`src/hw/fmc_pkg.sv`:
```
package fmc_pkg;

  // Counter geometry
  localparam int CNT_W = 16;

  // Register indices; the byte address is four times the index
  localparam logic [5:0] IDX_LOW = 6'h18;
  localparam logic [5:0] IDX_HIGH = 6'h19;
  localparam logic [5:0] IDX_XFER = 6'h1a;
  localparam logic [5:0] IDX_MODE = 6'h1b;
  localparam logic [5:0] IDX_STAT = 6'h1c;

  // Field positions in the mode and status registers
  localparam int MODE_SEL_LSB = 0;
  localparam int MODE_IRQ_EN_BIT = 2;
  localparam int STAT_FLAG_BIT = 0;
  localparam int STAT_PIN_BIT = 1;
  localparam int STAT_LEVEL_BIT = 2;

  // Reset values
  localparam logic [15:0] COUNT_RST = 16'h0000;
  localparam logic [15:0] LATCH_RST = 16'h0000;
  localparam logic [2:0] SYNC_RST = 3'h7;

  // Serial bit clock is one sixteenth of the underflow rate
  localparam int SER_DIV_W = 4;
  localparam logic [3:0] SER_DIV_LAST = 4'hf;

  // Bus response codes
  localparam logic [1:0] RESP_OKAY = 2'h0;
  localparam logic [1:0] RESP_SLVERR = 2'h2;

  // Counter modes, in the order of their two-bit codes
  typedef enum logic [1:0] {
    FMC_INTERVAL,
    FMC_PULSE,
    FMC_EVENT,
    FMC_WIDTH
  } fmc_mode_e;

  // Decoded register targets
  typedef enum logic [2:0] {
    FMC_REG_LOW,
    FMC_REG_HIGH,
    FMC_REG_XFER,
    FMC_REG_MODE,
    FMC_REG_STAT,
    FMC_REG_NONE
  } fmc_reg_e;

endpackage

```
`src/hw/fmc_counter_a.sv`:
```
// Overview of operation
// - Sixteen-bit down-counter reloads from sixteen-bit latch
// - Modes needing a line take port bit four
// - High byte and both low aliases readable anytime
// - Low read clears flag; alias read does not
// - Latch byte writes leave running count alone
// - Transfer write loads high latch and counter in the same cycle
// - Decrement from zero reloads latch, sets flag
// - Flag cleared by low read, transfer, reset
// - Two low mode bits select four modes
// - Reset selects interval timer mode
// - Clock counting except event mode counts edges
// - Interval mode decrements once every clock
// - Flag with enable raises interrupt request
// - Interval mode leaves pin as port bit
// - Pulse mode toggles pin on underflow, transfer
// - Pulse entry drives high; transfer inverts the pin
// - Event mode counts rising edges, at most one per four clocks
// - Width mode counts while low, holds high
// - Width mode reloads at zero, keeps counting
// - New low period resumes from held count
// - Serial clock need forces internal-rate counting
// - Serial tick every sixteenth underflow, interval forced
//
// The AXI4-Lite interface to the registers was decided locally.
module fmc_counter_a
  import fmc_pkg::*;
#(
  parameter int ADDR_W = 8
) (
  input wire logic aclk,
  input wire logic aresetn,
  input wire logic [ADDR_W-1:0] awaddr,
  input wire logic awvalid,
  output logic awready,
  input wire logic [31:0] wdata,
  input wire logic [3:0] wstrb,
  input wire logic wvalid,
  output logic wready,
  output logic [1:0] bresp,
  output logic bvalid,
  input wire logic bready,
  input wire logic [ADDR_W-1:0] araddr,
  input wire logic arvalid,
  output logic arready,
  output logic [31:0] rdata,
  output logic [1:0] rresp,
  output logic rvalid,
  input wire logic rready,
  input wire logic port_a_bit_four_level,
  output logic port_a_bit_four_drive,
  output logic port_a_bit_four_oe_n,
  input wire logic port_bit_data,
  input wire logic port_bit_enable,
  input wire logic serial_clock_needed,
  output logic serial_bit_tick,
  output logic underflow_irq
);

  ////////////////////////////////////////////////////////////////////////////
  // State

  typedef struct packed {
    logic [CNT_W-1:0] count;
    logic [CNT_W-1:0] latch;
    logic flag;
    logic irq_en;
    fmc_mode_e mode;
    fmc_mode_e eff_prev;
    logic pin_out;
    logic [2:0] sync;
    logic level;
    logic [SER_DIV_W-1:0] ser_div;
    logic ser_tick;
    logic irq;
    logic pa4_out;
    logic pa4_oe_n;
    logic aw_have;
    logic [ADDR_W-1:0] awaddr;
    logic w_have;
    logic [7:0] wbyte;
    logic wen;
    logic awready;
    logic wready;
    logic bvalid;
    logic [1:0] bresp;
    logic arready;
    logic rvalid;
    logic [31:0] rdata;
    logic [1:0] rresp;
  } fmc_state_s;

  fmc_state_s s_q;
  fmc_state_s s_d;

  // Word decode shared by the read and write paths
  function automatic fmc_reg_e fmc_decode(input logic [ADDR_W-1:0] addr);
    fmc_reg_e r;
    r = FMC_REG_NONE;
    if (addr[1:0] == 2'h0) begin
      unique case (addr[ADDR_W-1:2])
        IDX_LOW: r = FMC_REG_LOW;
        IDX_HIGH: r = FMC_REG_HIGH;
        IDX_XFER: r = FMC_REG_XFER;
        IDX_MODE: r = FMC_REG_MODE;
        IDX_STAT: r = FMC_REG_STAT;
        default: r = FMC_REG_NONE;
      endcase
    end
    return r;
  endfunction

  logic edge_ok;
  logic rise;
  logic tick;
  logic underflow;
  logic load;
  logic do_wr;
  logic do_rd;
  fmc_reg_e wreg;
  fmc_reg_e rreg;
  fmc_mode_e eff;

  ////////////////////////////////////////////////////////////////////////////
  // Next-state logic

  always_comb begin
    s_d = s_q;

    // Three-stage pin synchroniser; a change counts once stages two and three agree
    s_d.sync = {s_q.sync[1:0], port_a_bit_four_level};
    edge_ok = (s_q.sync[1] == s_q.sync[2]);
    if (edge_ok) begin
      s_d.level = s_q.sync[2];
    end
    rise = edge_ok && s_q.sync[2] && !s_q.level;

    // Serial use overrides the programmed mode with plain interval counting
    eff = serial_clock_needed ? FMC_INTERVAL : s_q.mode;

    // Count enable per mode
    unique case (eff)
      FMC_INTERVAL: tick = 1'b1;
      FMC_PULSE: tick = 1'b1;
      FMC_EVENT: tick = rise;
      FMC_WIDTH: tick = !s_q.level;
    endcase

    // Bus transactions that act this cycle
    do_wr = s_q.aw_have && s_q.w_have && !s_q.bvalid;
    wreg = fmc_decode(s_q.awaddr);
    do_rd = arvalid && s_q.arready;
    rreg = fmc_decode(araddr);
    load = do_wr && s_q.wen && (wreg == FMC_REG_XFER);

    // Latch and mode writes; the running count is untouched by latch bytes
    if (do_wr && s_q.wen) begin
      unique case (wreg)
        FMC_REG_LOW: s_d.latch[7:0] = s_q.wbyte;
        FMC_REG_HIGH: s_d.latch[15:8] = s_q.wbyte;
        FMC_REG_XFER: s_d.latch[15:8] = s_q.wbyte;
        FMC_REG_MODE: begin
          s_d.mode = fmc_mode_e'(s_q.wbyte[MODE_SEL_LSB +: 2]);
          s_d.irq_en = s_q.wbyte[MODE_IRQ_EN_BIT];
        end
        default: begin
        end
      endcase
    end

    // Counter: transfer beats counting; zero reloads instead of wrapping
    underflow = tick && !load && (s_q.count == '0);
    if (load) begin
      s_d.count = {s_q.wbyte, s_q.latch[7:0]};
    end else if (underflow) begin
      s_d.count = s_q.latch;
    end else if (tick) begin
      s_d.count = s_q.count - 16'h0001;
    end

    // Underflow flag; a set in the same cycle as a clear wins
    s_d.flag = underflow || (s_q.flag && !(load || (do_rd && rreg == FMC_REG_LOW)));
    s_d.irq = s_d.flag && s_d.irq_en;

    // Bit-rate divider runs only while the serial channel needs a clock
    s_d.ser_tick = 1'b0;
    if (!serial_clock_needed) begin
      s_d.ser_div = '0;
    end else if (underflow) begin
      if (s_q.ser_div == SER_DIV_LAST) begin
        s_d.ser_div = '0;
        s_d.ser_tick = 1'b1;
      end else begin
        s_d.ser_div = s_q.ser_div + 4'h1;
      end
    end

    // Pulse output: high on entry, then toggled by underflow or transfer
    if (eff == FMC_PULSE && s_q.eff_prev != FMC_PULSE) begin
      s_d.pin_out = 1'b1;
    end else if (eff == FMC_PULSE && (underflow || load)) begin
      s_d.pin_out = !s_q.pin_out;
    end
    s_d.eff_prev = eff;

    // Pin ownership: port logic in interval mode, counter otherwise
    unique case (eff)
      FMC_INTERVAL: begin
        s_d.pa4_out = port_bit_data;
        s_d.pa4_oe_n = !port_bit_enable;
      end
      FMC_PULSE: begin
        s_d.pa4_out = s_d.pin_out;
        s_d.pa4_oe_n = 1'b0;
      end
      default: begin
        s_d.pa4_out = 1'b1;
        s_d.pa4_oe_n = 1'b1;
      end
    endcase

    // Read channel; reads sample the live count
    if (s_q.rvalid && rready) begin
      s_d.rvalid = 1'b0;
    end
    if (do_rd) begin
      s_d.rvalid = 1'b1;
      s_d.rresp = RESP_OKAY;
      s_d.rdata = '0;
      unique case (rreg)
        FMC_REG_LOW: s_d.rdata[7:0] = s_q.count[7:0];
        FMC_REG_XFER: s_d.rdata[7:0] = s_q.count[7:0];
        FMC_REG_HIGH: s_d.rdata[7:0] = s_q.count[15:8];
        FMC_REG_MODE: begin
          s_d.rdata[MODE_SEL_LSB +: 2] = s_q.mode;
          s_d.rdata[MODE_IRQ_EN_BIT] = s_q.irq_en;
        end
        FMC_REG_STAT: begin
          s_d.rdata[STAT_FLAG_BIT] = s_q.flag;
          s_d.rdata[STAT_PIN_BIT] = s_q.pin_out;
          s_d.rdata[STAT_LEVEL_BIT] = s_q.level;
        end
        default: s_d.rresp = RESP_SLVERR;
      endcase
    end
    s_d.arready = !s_d.rvalid; // One read in flight keeps the read path trivial

    // Write channel: address and data are taken in either order
    if (awvalid && s_q.awready) begin
      s_d.aw_have = 1'b1;
      s_d.awaddr = awaddr;
    end
    if (wvalid && s_q.wready) begin
      s_d.w_have = 1'b1;
      s_d.wbyte = wdata[7:0];
      s_d.wen = wstrb[0];
    end
    if (s_q.bvalid && bready) begin
      s_d.bvalid = 1'b0;
    end
    if (do_wr) begin
      s_d.aw_have = 1'b0;
      s_d.w_have = 1'b0;
      s_d.bvalid = 1'b1;
      s_d.bresp = (wreg == FMC_REG_NONE) ? RESP_SLVERR : RESP_OKAY;
    end
    s_d.awready = !s_d.aw_have && !s_d.bvalid;
    s_d.wready = !s_d.w_have && !s_d.bvalid;
  end

  ////////////////////////////////////////////////////////////////////////////
  // State register

  // Reset leaves the bus ready one cycle after release
  always_ff @(posedge aclk) begin
    if (!aresetn) begin
      s_q <= '0;
      s_q.count <= COUNT_RST;
      s_q.latch <= LATCH_RST;
      s_q.mode <= FMC_INTERVAL;
      s_q.eff_prev <= FMC_INTERVAL;
      s_q.sync <= SYNC_RST;
      s_q.level <= 1'b1;
      s_q.pin_out <= 1'b1;
      s_q.pa4_out <= 1'b1;
      s_q.pa4_oe_n <= 1'b1;
    end else begin
      s_q <= s_d;
    end
  end

  // Every output is a flop of the state
  assign awready = s_q.awready;
  assign wready = s_q.wready;
  assign bresp = s_q.bresp;
  assign bvalid = s_q.bvalid;
  assign arready = s_q.arready;
  assign rdata = s_q.rdata;
  assign rresp = s_q.rresp;
  assign rvalid = s_q.rvalid;
  assign port_a_bit_four_drive = s_q.pa4_out;
  assign port_a_bit_four_oe_n = s_q.pa4_oe_n;
  assign serial_bit_tick = s_q.ser_tick;
  assign underflow_irq = s_q.irq;
endmodule

```
`config.mk`:
```
export PLATFORM = sky130hd
export DESIGN_NAME = fmc_counter_a
export DESIGN_NICKNAME = d
export VERILOG_FILES = /design/src/hw/fmc_pkg.sv /design/src/hw/fmc_counter_a.sv
export SDC_FILE = /design/constraint.sdc
export NUM_CORES = 1
export LEC_CHECK = 0
export BUFFER_PORTS_ARGS = -buffer_cell sky130_fd_sc_hd__buf_2
export CAP_MARGIN = 10
export CORE_ASPECT_RATIO = 1.5
export CORE_MARGIN = 2
export CORE_UTILIZATION = 40
export DETAILED_ROUTE_END_ITERATION = 10
export SLEW_MARGIN = 20
export SYNTH_ARGS = -nofsm -noshare
export SYNTH_HDL_FRONTEND = slang
export SYNTH_SLANG_ARGS = --single-unit
```
`constraint.sdc`:
```
create_clock -name aclk -period 3 [get_ports aclk]
set_input_delay 0.15 -clock aclk [delete_from_list [all_inputs] [get_ports aclk]]
set_output_delay 0.15 -clock aclk [all_outputs]
set_load 0.01 [all_outputs]
```
[Word level (Yosys, flattened, before mapping)]
Index checks and enable logic that the tools add are counted.
Word-level totals
  register bits after elaboration: 87
  input bits: 63
  output and inout bits: 45
  logic and storage cells: 131
Cells by class
  $add $sub $neg: 2
  equal/unequal tests: 24
  muxes and demuxes: 28
  reduce and logical (&&, ||, !) cells: 49
Operators by type and width (count)
  $eq 6x5->1 const B: 10
  $mux 16: 3
  $mux 35: 1
  $pmux 3 s5: 2
  $logic_and 1x1->1: 20
  $logic_not 16->1: 1
  $sub 16x1->16 const B: 1
  $mux 3: 5
  $eq 3x2->1 const B: 4
  $pmux 3 s4: 1
  $logic_not 1->1: 10
  $mux 10: 1
  $pmux 5 s2: 1
  $mux 9: 1
  $reduce_and 2->1: 4
  $mux 1: 7
  $eq 3x1->1 const B: 2
  $eq 3x3->1 const B: 2
  $logic_not 2->1: 3
  $logic_not 3->1: 2
  $mux 2: 3
  $reduce_or 2->1: 3
  $reduce_or 5->1: 1
  $add 4x1->4 const B: 1
  11 further kinds: 14

[Logic depth before layout (Yosys ltp)]
Gate-level depths: netlist of the first run.
  depth after elaboration: 13
  gate-level depth with buffers: 8
  depth with buffers taken out: 7

[Least setup slack after synthesis of the first run]
OpenSTA, ideal clock, no wires.
  path kind: register -> register
  start: register s_q[95] (netlist bit)
  end: register s_q[67] (netlist bit)
  library setup time: 0.086 ns
  arrival time: 2.137 ns
  data required time: 2.914 ns
  path slack: 0.777 ns
  stages on the path, launching flop included: 9
  buffers on the path: 1
  period minus slack after synthesis: 2.223 ns
  cells stage by stage: dfxtp_1 inv_1 ha_1 or4b_4 nor4_4 and3_1 buf_6 nand2b_4 a221oi_2
On the way
  longest elaborated chain between the ends: 2
RTL lines
  start, declared: line fmc_counter_a.sv:93  | fmc_state_s s_q;
  $logic_not 16->1: line fmc_counter_a.sv:172  | underflow = tick && !load && (s_q.count == '0);
  $logic_and 1x1->1: line fmc_counter_a.sv:172
Every way passes these cells.
A chain may end at the register's enable or synchronous reset.

[Worst setup path after layout of the first run]
Ends and elaborated chain as after synthesis.

==> results of run 1 <==
[flip-flops by register name (all words and copies together), names as in the netlist]
signal                 flops
s_q                       64
rdata                      8
s_d                        2
arready                    1
awready                    1
bresp                      1
bvalid                     1
port_a_bit_four_drive      1
port_a_bit_four_oe_n       1
rresp                      1
rvalid                     1
serial_bit_tick            1
underflow_irq              1
wready                     1
[where the power goes]
part / internal [uW] / leakage, uW / switching (uW) / total, uW
Clock: 817 / 0.000162 / 474 / 1290
Combinational: 458 / 0.000982 / 615 / 1070
Sequential: 1240 / 0.000692 / 166 / 1410
Total: 2520 / 0.00184 / 1250 / 3770
[layout make-up]
class,instances,area (um^2)
fill,1048,5420
timing repair buffer,64,348
clock buffer,9,225
tap,117,146
clock inverter,7,123
inverter,10,37.5
sequential,85,1700
multi-input combinational,384,2140
[repair_timing]
action | CTS | global route
setup endpoints to repair | 0 | 0
hold buffers | 1 | 0
hold endpoints to repair | 1 | 0
[Yosys cell counts, types with 4 or more instances]
cell type and n:
dfxtp_1 85, nand2_1 75, nor2_1 45, a21oi_1 44, buf_4 36, o21ai_0 35, nand3_1 18, clkbuf_1 17
mux2i_1 16, nor3_1 13, inv_1 10, o22ai_1 9, nand2b_1 7, a31oi_1 6, nand4_1 6, buf_1 5
a221oi_1 4, and2_1 4, and3_1 4, buf_2 4, nor2b_1 4, or4_1 4, xnor2_1 4
[routing by layer]
| layer | track usage, % | up-vias | routed length [um] |
|---|---|---|---|
| li1 | - | 1833 | - |
| met1 | 21.3 | 1672 | 4150 |
| met2 | 32.4 | 118 | 4990 |
| met3 | 3.91 | 24 | 481 |
| met4 | 9.50 | 0 | 335 |
| met5 | 0 | - | 0 |
[per-stage QoR]
step | std cells | utilization, % | worst slack [ns] | total power [uW]
detailed placement | 659 | 43.0 | 0.588 | 2480
floorplan | 542 | - | 0.777 | 2220
global route | 676 | 46.5 | 0.471 | 3990
CTS | 676 | 46.5 | 0.582 | 3780
global placement | 659 | 43.0 | 0.666 | 2470
finish | 676 | 46.5 | 0.579 | 3770
[how the worst min path moves through the flow]
stage	start	endpoint	slack, ns
2_1_floorplan	port_a_bit_four_level	s_d[70]	0.25
3_3_place_gp	port_a_bit_four_level	s_d[70]	0.33
3_5_place_dp	port_a_bit_four_level	s_d[70]	0.34
4_1_cts	port_bit_enable	port_a_bit_four_oe_n	0.01
5_1_grt	port_bit_enable	port_a_bit_four_oe_n	0.03
6_report	port_bit_enable	port_a_bit_four_oe_n	0.02
[worst register-to-register path: stages (launching register included)]
cell and delay (ns):
dfxtp_1 0.34, inv_1 0.12, ha_1 0.25, or4b_4 0.51
nor4_4 0.40, and3_1 0.40, nand2b_4 0.08, a221oi_2 0.24
[cells by family after synthesis]
| logic type | share of synthesized area [%] |
|---|---|
| AOI/OAI and AO/OA | 18.1 |
| other | 0.0900 |
| muxes | 3.84 |
| adders and majority gates | 0.901 |
| xor gates and xnor gates | 1.05 |
| DFF | 40.9 |
| buffers and inverters | 10.1 |
| and+or+nand+nor | 25.1 |
==> impl_results.md, run 1 <==
- Worst R2R Path Depth: 7
- Grt ovf: 0
- Crit path max-delay family: simple AND/OR/NAND/NOR gates
- DP Area: about 0.0044 mm^2
- Row cnt: 45
- First-pass GRT wire length: 16600 um
- Hold Path Class: in -> reg
- Fin area: 0.00472 mm^2
- Antenna Violating Nets Remaining: 0
- Reg2reg start: s_q[95]
- Clock sink total: 85
- IO Count: around 110
- Full die area: 0.0113 mm^2
- Critical Path, Cell by Cell: inv_1 > ha_1 > or4b_4 > nor4_4 > and3_1 > nand2b_4 > a221oi_2
- Fin Hold WS: 0.0171 ns
- Vias in the first global route: 3517
- Routability cong.: 0.900
- WS Path Type: reg -> reg
- Power per cell area: 800 mW/mm^2
- CP max-delay cell: or4b_4
- Synthesized area: approximately 0.0042 mm^2
- DRT iter0 DRCs: 224
- Core Region: 0.0101 mm^2
- Peak supply drop: ~0.44 mV
- RSZ-0062 raised after global routing: false
- Leading area contributor after synthesis: dfxtp_1
- Post-synth top flop: dfxtp_1
- Initial antenna violation count: 0
- Period utilisation layout: 80.7%
- Synth Register Bits: 85
- Fin nets: 620
- CTS root buf: clkbuf_16
- Dpl hpwl: 7370 um
- Crit path capture type: flip-flop
- Clk slew on worst S/H paths: 0.06 ns
- Slew headroom: 39.4%
- Synth async-reset ratio: 0%
- Slowest stage delay, CP: approximately 0.5 ns
- Setup Fix Bufs, Post-CTS: 0
- Slew Limit Fails: 0
- Status: complete, no violations
- Most common cell after layout, fill and taps aside: dfxtp_1
- Crit path max fanout: 5
- Average routed wire per standard cell: 14.7 um
- Reg-to-Reg End: s_q[67]
- WP data required: 3.26 ns
- First-pass DRT Iterations: 4
- Largest net degree at the start of global routing: 34
- Starting Density: 41.1%
- Clock skew: 0.00794 ns
- Number of synthesized flops with an enable pin: 0
- Max-Cap Viols: 0
- Area added between synthesis and finish: 13.2%
- Overall Global Routing Usage: 18.7%
- Most frequent cells in the layout: dfxtp_1 (85), nand2_1 (75), buf_2 (54)
- CTS Buf Count: 9
- Via-to-Cell Ratio: between 5 and 6
- Tmin final: 2.42 ns
- Clock buffer depth: 2
- DRC Markers: 0
- Setup_tns: 0 ns
- CP arrival: 2.68 ns
- Critical Path End: s_q[67]
- Via count: 3647
- Synth Area per Inst: 8.06 um^2
- Hold depth: 2
- Ranking of synthesized cells by area: dfxtp_1 (41%), nand2_1 (6.8%), buf_4 (6.5%)
- Slew @ Worst Pin: 0.904 ns
- Die Y: 129 um
- Worst skew pair latency: 0.35 ns
- Endpoints failing setup: 0
- Final hold violation count: 0
- Sequential fraction of the synthesis area: 40.9%
- Distinct cells, synth: 61
- Critical path launch point: s_q[95]
- CTS tree: built
- # diodes: 0
- Max Fclk: 0.413 GHz
- CP Launch Type: flip-flop
- Post-Route WL: 9960 um
- Layout cells sized above 1: 17.4%
- H-tree depth: 3
- Yosys warnings: 0
- # port buffers: 54
- Syn Inst Count: 517
- Lkg Pwr: 0.00184 uW
- Post-CTS Resized: 0
- CP bufs+invs: 1
- FF-to-FF setup slack: 0.58 ns
- Synth top area share: 40.9%
- Die Wd: a little under 90 um
- WP depth: 7
Power figures use the tool's default switching activity.
==> run 2: changes to the inputs <==
--- a/config.mk
+++ b/config.mk
@@ -5,6 +5,7 @@
 export SDC_FILE = /design/constraint.sdc
 export NUM_CORES = 1
 export LEC_CHECK = 0
+export ABC_AREA = 1
 export BUFFER_PORTS_ARGS = -buffer_cell sky130_fd_sc_hd__buf_2
 export CAP_MARGIN = 10
 export CORE_ASPECT_RATIO = 1.5
==> constraint.sdc (replaced) <==
create_clock -name aclk -period 2.3 [get_ports aclk]
set_input_delay 0.115 -clock aclk [delete_from_list [all_inputs] [get_ports aclk]]
set_output_delay 0.115 -clock aclk [all_outputs]
set_load 0.01 [all_outputs]
==> run 2 against run 1 <==
  * Sequential share of layout area decreased by 1.0 points
  * Global-route usage decreased by 0.54 points
  * Die area increased by 4.4%
  * Non-clock buffer count decreased by 2
  * Clock skew about the same
  * Via count increased by 6.6%
  * Cell count increased by 19%
  * Critical path depth increased by 3
  * Setup slack got worse by 0.15 ns
  * Fmax increased by 30%
  * Combinational power increased by 30%
  * Highest routed layer unchanged
==> impl_results.md, run 2 <==
- Status: complete, no violations
- WP data required: 2.51 ns (-0.75 ns)
- Lkg Pwr: 0.00218 uW (+18%)
- Slew Limit Fails: 0 (unchanged)
- Clock sink total: 85 (unchanged)
- Period utilisation layout: 81.2% (+0.55 points)
- Initial antenna violation count: 0 (unchanged)
- Fin area: 0.00485 mm^2 (+2.8%)
- Met1 Usage GRT: 20.0% (-1.3 points)
- Synth top area share: 39.1% (-1.8 points)
- Most used cell, CP: nor2_1
- HP Start: awaddr[0]
- Routability cong.: 0.902 (+0.17%)
- Most frequent cells in the layout: inv_1 (90), nor2_1 (90), dfxtp_1 (85)
- Endpoints failing setup: 0 (unchanged)
- CTS root buf: clkbuf_16
- Overall Global Routing Usage: 18.2% (-0.54 points)
- Row cnt: 46 (+2.2%)
- Slew @ Worst Pin: 0.693 ns (-0.211 ns)
- Tmin final: 1.87 ns (-0.552 ns)
- Average routed wire per standard cell: 12.8 um (-13%)
- CP Launch Type: flip-flop
- Crit path max fanout: 10 (+5)
- Yosys warnings: 0 (unchanged)
- Mux cell area share after synthesis: 0% (-3.8 points)
- Number of synthesized flops with an enable pin: 0 (unchanged)
- Synth async-reset ratio: 0% (unchanged)
- DP Area: 0.00457 mm^2 (+4.9%)
- CP bufs+invs: 2 (+1)
- Max-Cap Viols: 0 (unchanged)
- Synth Area per Inst: 7.16 um^2 (-11%)
- M2 GR Usage: 31.9% (-0.46 points)
- Ranking of synthesized cells by area: dfxtp_1 (39%), inv_1 (7.8%), nor2_1 (7.8%)
- Worst skew pair latency: 0.34 ns (about the same)
- CTS tree: built
- Post-synthesis xor/xnor area fraction: 2.41% (+1.4 points)
- Main combinational cell family by area after synthesis: simple AND/OR/NAND/NOR gates
- Final hold violation count: 0 (unchanged)
- Die Y: 132 um (+2.2%)
- Top post-synthesis cells by count: inv_1 (90), nor2_1 (90), dfxtp_1 (85), nand2_1 (74), o21ai_0 (58)
- Syn Inst Count: 608 (+18%)
- Slew headroom: 53.8% (+14 points)
- Complex-gate fraction of the synthesized area: 17.6% (-0.44 points)
- H-tree depth: 3 (unchanged)
- DRC Markers: 0 (unchanged)
- Clock buffer depth: 2 (unchanged)
- Slowest stage delay, CP: 0.30 ns (-0.20 ns)
- CP max-delay cell: dfxtp_1
- Starting Density: 41.1% (about the same)
- Largest net degree at the start of global routing: 47 (+38%)
- Crit path max-delay family: simple AND/OR/NAND/NOR gates
- Hold Path Class: in -> reg
- Grt ovf: 0 (unchanged)
- Synth Register Bits: 85 (unchanged)
- Met3 GRT Util: 3.44% (-0.47 points)
- Simple-gate share of the synthesized area: 23.5% (-1.5 points)
- First-pass GRT wire length: 16700 um (+0.46%)
- Reg2reg start: s_q[95]
- # port buffers: 54 (unchanged)
- Via count: 3888 (+6.6%)
- Antenna Violating Nets Remaining: 0 (unchanged)
- DRT iter0 DRCs: 189 (-16%)
- GRT busiest layer: met2
- Post-Synth Adder-Cell Area: 0.862% (-0.039 points)
- Setup Fix Bufs, Post-CTS: 0 (unchanged)
- Power per cell area: 915 mW/mm^2 (+14%)
- CTS Buf Count: 9 (unchanged)
- Synthesized area: 0.00435 mm^2 (+4.5%)
- Vias in the first global route: 3592 (+2.1%)
- Core Region: 0.0106 mm^2 (+4.5%)
- Full die area: 0.0118 mm^2 (+4.4%)
- Critical Path, Cell by Cell: inv_1 > ha_1 > nand3_2 > nor2_2 > nand4_2 > buf_4 > nor2_1 > nor2_1 > a21oi_1 > nor2_1
- Distinct cells, synth: 41 (-33%)
- IO Count: 108 (unchanged)
- Most flop-heavy register: s_q
- Fin nets: 719 (+16%)
- Setup_tns: 0 ns (unchanged)
- CP arrival: 2.07 ns (-0.61 ns)
- Post-Route WL: 10200 um (+2.9%)
- First-pass DRT Iterations: 5 (+1)
- RSZ-0062 raised after global routing: false
- Sequential fraction of the synthesis area: 39.1% (-1.8 points)
- Post-synth top flop: dfxtp_1
- Crit path capture type: flip-flop
- Clock skew: 0.00745 ns (-0.000488 ns)
- Critical path launch point: s_q[95]
- # diodes: 0 (unchanged)
- Leading area contributor after synthesis: dfxtp_1
- Die Wd: 89.2 um (+2.1%)
- Dpl hpwl: 7720 um (+4.8%)
- Max Fclk: 0.535 GHz (+30%)
- Via-to-Cell Ratio: 4.85 (-10%)
- Clk slew on worst S/H paths: 0.06 ns (about the same)
- Layout cells sized above 1: 15.0% (-2.3 points)
- Area added between synthesis and finish: 11.4%
- Max FFs per register: 64 (unchanged)
- Peak supply drop: 0.577 mV (+32%)
- WS Path Type: reg -> reg
-- run 2: cell types whose count changed in the layout (fill, tap and decap cells not counted), sizes merged, moves of 10 or more --
cell	delta
xor2	+10
mux2i	-16
a21oi	+14
inv	+81
o21ai	+25
nor2	+49
-- run 2: per-stage QoR --
stage	util, %	power (uW)	instances	hold WS [ns]	setup slack (ns)
after global routing	45.8	4750	802	0.0485	0.260
after detailed placement	43.2	3150	784	0.307	0.437
final	45.8	4440	802	0.0262	0.431
after floorplan	-	2860	633	0.222	0.748
after CTS	45.8	4470	802	0.0257	0.415
after global placement	43.2	3130	784	0.305	0.428
-- run 2: final timing paths --
kind                    to  slack [ns]  cells past startpoint
setup / recovery  s_q[106]        0.43                     10
hold / removal     s_q[51]        0.03                      3
setup reg to reg  s_q[106]        0.43                     10
hold reg to reg    s_d[71]        0.41                      1
-- run 2: kinds of logic after synthesis --
| family | Yosys count |
|---|---|
| xor gates and xnor gates | 12 |
| AOI/OAI and AO/OA | 140 |
| and+or+nand+nor | 223 |
| adders and majority gates | 3 |
| buffers and inverters | 144 |
| DFF | 85 |
| other | 1 |
-- run 2: worst register-to-register path, delay by kind of cell (launching register included) --
family	cells	cell delay, ns
AO/OA/AOI/OAI	1	0.14
adder cells (fa/ha/maj)	1	0.27
buffers and inverters	2	0.36
flip-flops	1	0.30
AND/OR/NAND/NOR	6	0.65
-- run 2: layout make-up --
type	instances	area (um^2)
flip-flops and latches	85	1700
fillers	1135	5740
repair buffers	62	335
clock inverters	5	27.5
multi-input cells	404	2030
well taps	144	180
clock buffers	11	233
inverters	91	342
-- run 2: what timing repair did --
action / CTS / global route
endpoints found under the setup margin: 0 / 0
resized for setup: 0 / 0
hold buffers: 2 / 0
hold endpoints to repair: 2 / 0
-- run 2: metal layers --
metal	vias up	routed length [um]
met2	118	5240
met3	21	523
met5	-	0
li1	1983	-
met1	1766	4100
met4	0	376
-- run 2: where the power goes --
part | total, uW | switching, uW | internal [uW] | leakage, uW
sequential | 1750 | 124 | 1630 | 0.000694
clock | 1300 | 575 | 724 | 0.000129
combinational | 1390 | 874 | 513 | 0.00135
total | 4440 | 1570 | 2860 | 0.00218
==> run 3: changes to the inputs <==
--- a/config.mk
+++ b/config.mk
@@ -5,13 +5,14 @@
 export SDC_FILE = /design/constraint.sdc
 export NUM_CORES = 1
 export LEC_CHECK = 0
-export ABC_AREA = 1
+export ABC_AREA = 0
 export BUFFER_PORTS_ARGS = -buffer_cell sky130_fd_sc_hd__buf_2
 export CAP_MARGIN = 10
 export CORE_ASPECT_RATIO = 1.5
 export CORE_MARGIN = 2
 export CORE_UTILIZATION = 40
 export DETAILED_ROUTE_END_ITERATION = 10
+export PLACE_DENSITY = 0.66
 export SLEW_MARGIN = 20
 export SYNTH_ARGS = -nofsm -noshare
 export SYNTH_HDL_FRONTEND = slang
==> constraint.sdc (replaced) <==
create_clock -name aclk -period 1.7 [get_ports aclk]
set_input_delay 0.085 -clock aclk [delete_from_list [all_inputs] [get_ports aclk]]
set_output_delay 0.085 -clock aclk [all_outputs]
set_load 0.01 [all_outputs]
==> run 3 against run 2 <==
  * The flow now finishes with violations (negative setup slack)
  * Design area is 18% higher
  * Sequential cell count is the same
  * Die area shrank 4.2%
  * Sequential power is 35% higher
  * Clock skew about the same
  * Setup slack worse by 0.75 ns
==> impl_results.md, run 3 (synthesized netlist as in run 1, its figures left out) <==
- Largest net degree at the start of global routing: 44 (-6.4%)
- Critical Path, Cell by Cell: or2_4 > or4_4 > or3b_4 > and3_1 > nor3_1
- Tmin final: 2.02 ns (+0.153 ns)
- Grt ovf: 0 (unchanged)
- DRC Markers: 0 (unchanged)
- Crit path max fanout: 3 (-7)
- CTS Buf Count: 9 (unchanged)
- Critical path launch point: s_q[52]
- Overall Global Routing Usage: 22.0% (+3.8 points)
- Via count: 4098 (+5.4%)
- Slew @ Worst Pin: 0.508 ns (-0.184 ns)
- DRT iter0 DRCs: 193 (+2.1%)
- Setup_tns: -7.23 ns (-7.23 ns)
- Lkg Pwr: 0.00234 uW (+7.7%)
- RSZ-0062 raised after global routing: true
- Row cnt: 45 (-2.2%)
- CP max-delay cell: or4_4
- Post-Route WL: 12100 um (+18%)
- Most frequent cells in the layout: dfxtp_1 (79), nand2_1 (69), buf_4 (58)
- WS Path Type: reg -> reg
- Dpl hpwl: 8400 um (+8.7%)
- H-tree depth: 3 (unchanged)
- Area added between synthesis and finish: 38.0%
- Placed instance count: 709 (-9.6%)
- Antenna Violating Nets Remaining: 0 (unchanged)
- Final core occ: 56.7% (+11 points)
- Hold Path Class: in -> reg
- Slew Limit Fails: 0 (unchanged)
- Max Fclk: 0.495 GHz (-7.6%)
- Status: finished with violations
- FF-to-FF setup slack: -0.32 ns (-0.75 ns)
- IO Count: 108 (unchanged)
- Reg-to-Reg End: s_q[100]
- Most flop-heavy register: s_q
- Via-to-Cell Ratio: 5.37 (+11%)
- Period utilisation layout: 119% (+38 points)
- Max FFs per register: 64 (unchanged)
- Total power: 7520 uW (+69%)
- Initial antenna violation count: 0 (unchanged)
- # port buffers: 54 (unchanged)
- Average routed wire per standard cell: 15.8 um (+24%)
- Reg2reg start: s_q[52]
- Max-Cap Viols: 0 (unchanged)
- Most common cell after layout, fill and taps aside: dfxtp_1
- Clk slew on worst S/H paths: 0.06 ns (about the same)
- Failing checks: negative setup slack
- Multi-input gate area: 0.00243 mm^2 (+20%)
- Layout cells sized above 1: 34.7% (+20 points)
- WP data required: 1.95 ns (-0.56 ns)
- Routability cong.: 0.893 (-0.96%)
- Fillers: 934 (-18%)
- CP arrival: 2.27 ns (+0.20 ns)
- Fin nets: 707 (-1.7%)
- Clock sink total: 85 (unchanged)
- CP Launch Type: flip-flop
- CTS root buf: clkbuf_16
- Die Wd: 87.3 um (-2.1%)
- Starting Density: 41.1% (about the same)
- Slowest stage delay, CP: 0.57 ns (+0.27 ns)
- Worst R2R Path Depth: 5 (-5)
- Clock buffer depth: 2 (unchanged)
- Worst skew pair latency: 0.34 ns (about the same)
- Fin Hold WS: 0.0109 ns (-0.0153 ns)
- Die Y: 129 um (-2.1%)
- First-pass DRT Iterations: 4 (-1)
- Final std cells w/o fill: 763 (-4.9%)
- # diodes: 0 (unchanged)
- CTS tree: built
- Vias in the first global route: 3994 (+11%)
- Critical Path End: s_q[100]
- Power per cell area: 1310 mW/mm^2 (+43%)
- Endpoints failing setup: 43 (+43)
- Register area: 0.00171 mm^2 (+0.44%)
- Peak supply drop: 0.724 mV (+25%)
- Full die area: 0.0113 mm^2 (-4.2%)
- Core Region: 0.0101 mm^2 (-4.3%)
- Crit path capture type: flip-flop
- Clock skew: 0.00745 ns (-0.000000830 ns)
- First-pass GRT wire length: 19200 um (+15%)
- Slew headroom: 66.1% (+12 points)
- Final hold violation count: 0 (unchanged)
- Fin worst setup slack: -0.321 ns (-0.753 ns)
[run 3: layout make-up]
class,instances,area share [%]
multi-input combinational,384,42.3
sequential,85,29.7
timing repair buffer,151,20.0
clock buffer,12,4.29
tap,117,2.55
inverter,10,0.653
clock inverter,4,0.414
[run 3: worst min-delay path by stage]
stage                     startpoint  slack [ns]  depth (start not counted)                    end
2_1_floorplan  port_a_bit_four_level        0.19                          1                s_d[70]
3_3_place_gp   port_a_bit_four_level        0.26                          2                s_d[70]
3_5_place_dp   port_a_bit_four_level        0.28                          2                s_d[70]
4_1_cts                port_bit_data       0.007                          2  port_a_bit_four_drive
5_1_grt                port_bit_data        0.02                          2  port_a_bit_four_drive
6_report               port_bit_data        0.01                          2  port_a_bit_four_drive
[run 3: worst max-delay path: cells and delay by family, from the launching register on]
family / cells / cell delay, ns
flops: 1 / 0.32
simple gates: 5 / 1.63
[run 3: per-layer routing]
metal	share of wire (%)	vias to the layer above	global-route usage [%]	routed length (um)
li1	-	2009	-	-
met2	53	140	38.7	6350
met3	4.1	27	4.30	496
met4	3.8	0	12.2	456
met5	0	-	0	0
met1	40	1922	24.3	4770
[run 3: report_power, final]
part | internal, uW | switching, uW | total (uW)
Combinational | 1680 | 1680 | 3350
Sequential | 2200 | 157 | 2360
Clock | 1020 | 779 | 1800
Total | 4900 | 2610 | 7520
[run 3: timing repair]
item / CTS / global route
endpoints found under the setup margin: 42 / 44
pin swaps: 36 / 34
hold buffers: 19 / 0
gates resized for setup: 63 / 27
hold endpoints to repair: 19 / 0
buffers inserted: 14 / 7
[run 3: through the flow]
stage          setup slack (ns)  area, um^2
3_5_place_dp             -0.389        4840
4_1_cts                  -0.209        5610
3_3_place_gp             -0.285        4840
6_report                 -0.321        5750
5_1_grt                  -0.344        5750
2_1_floorplan            -0.386        4380
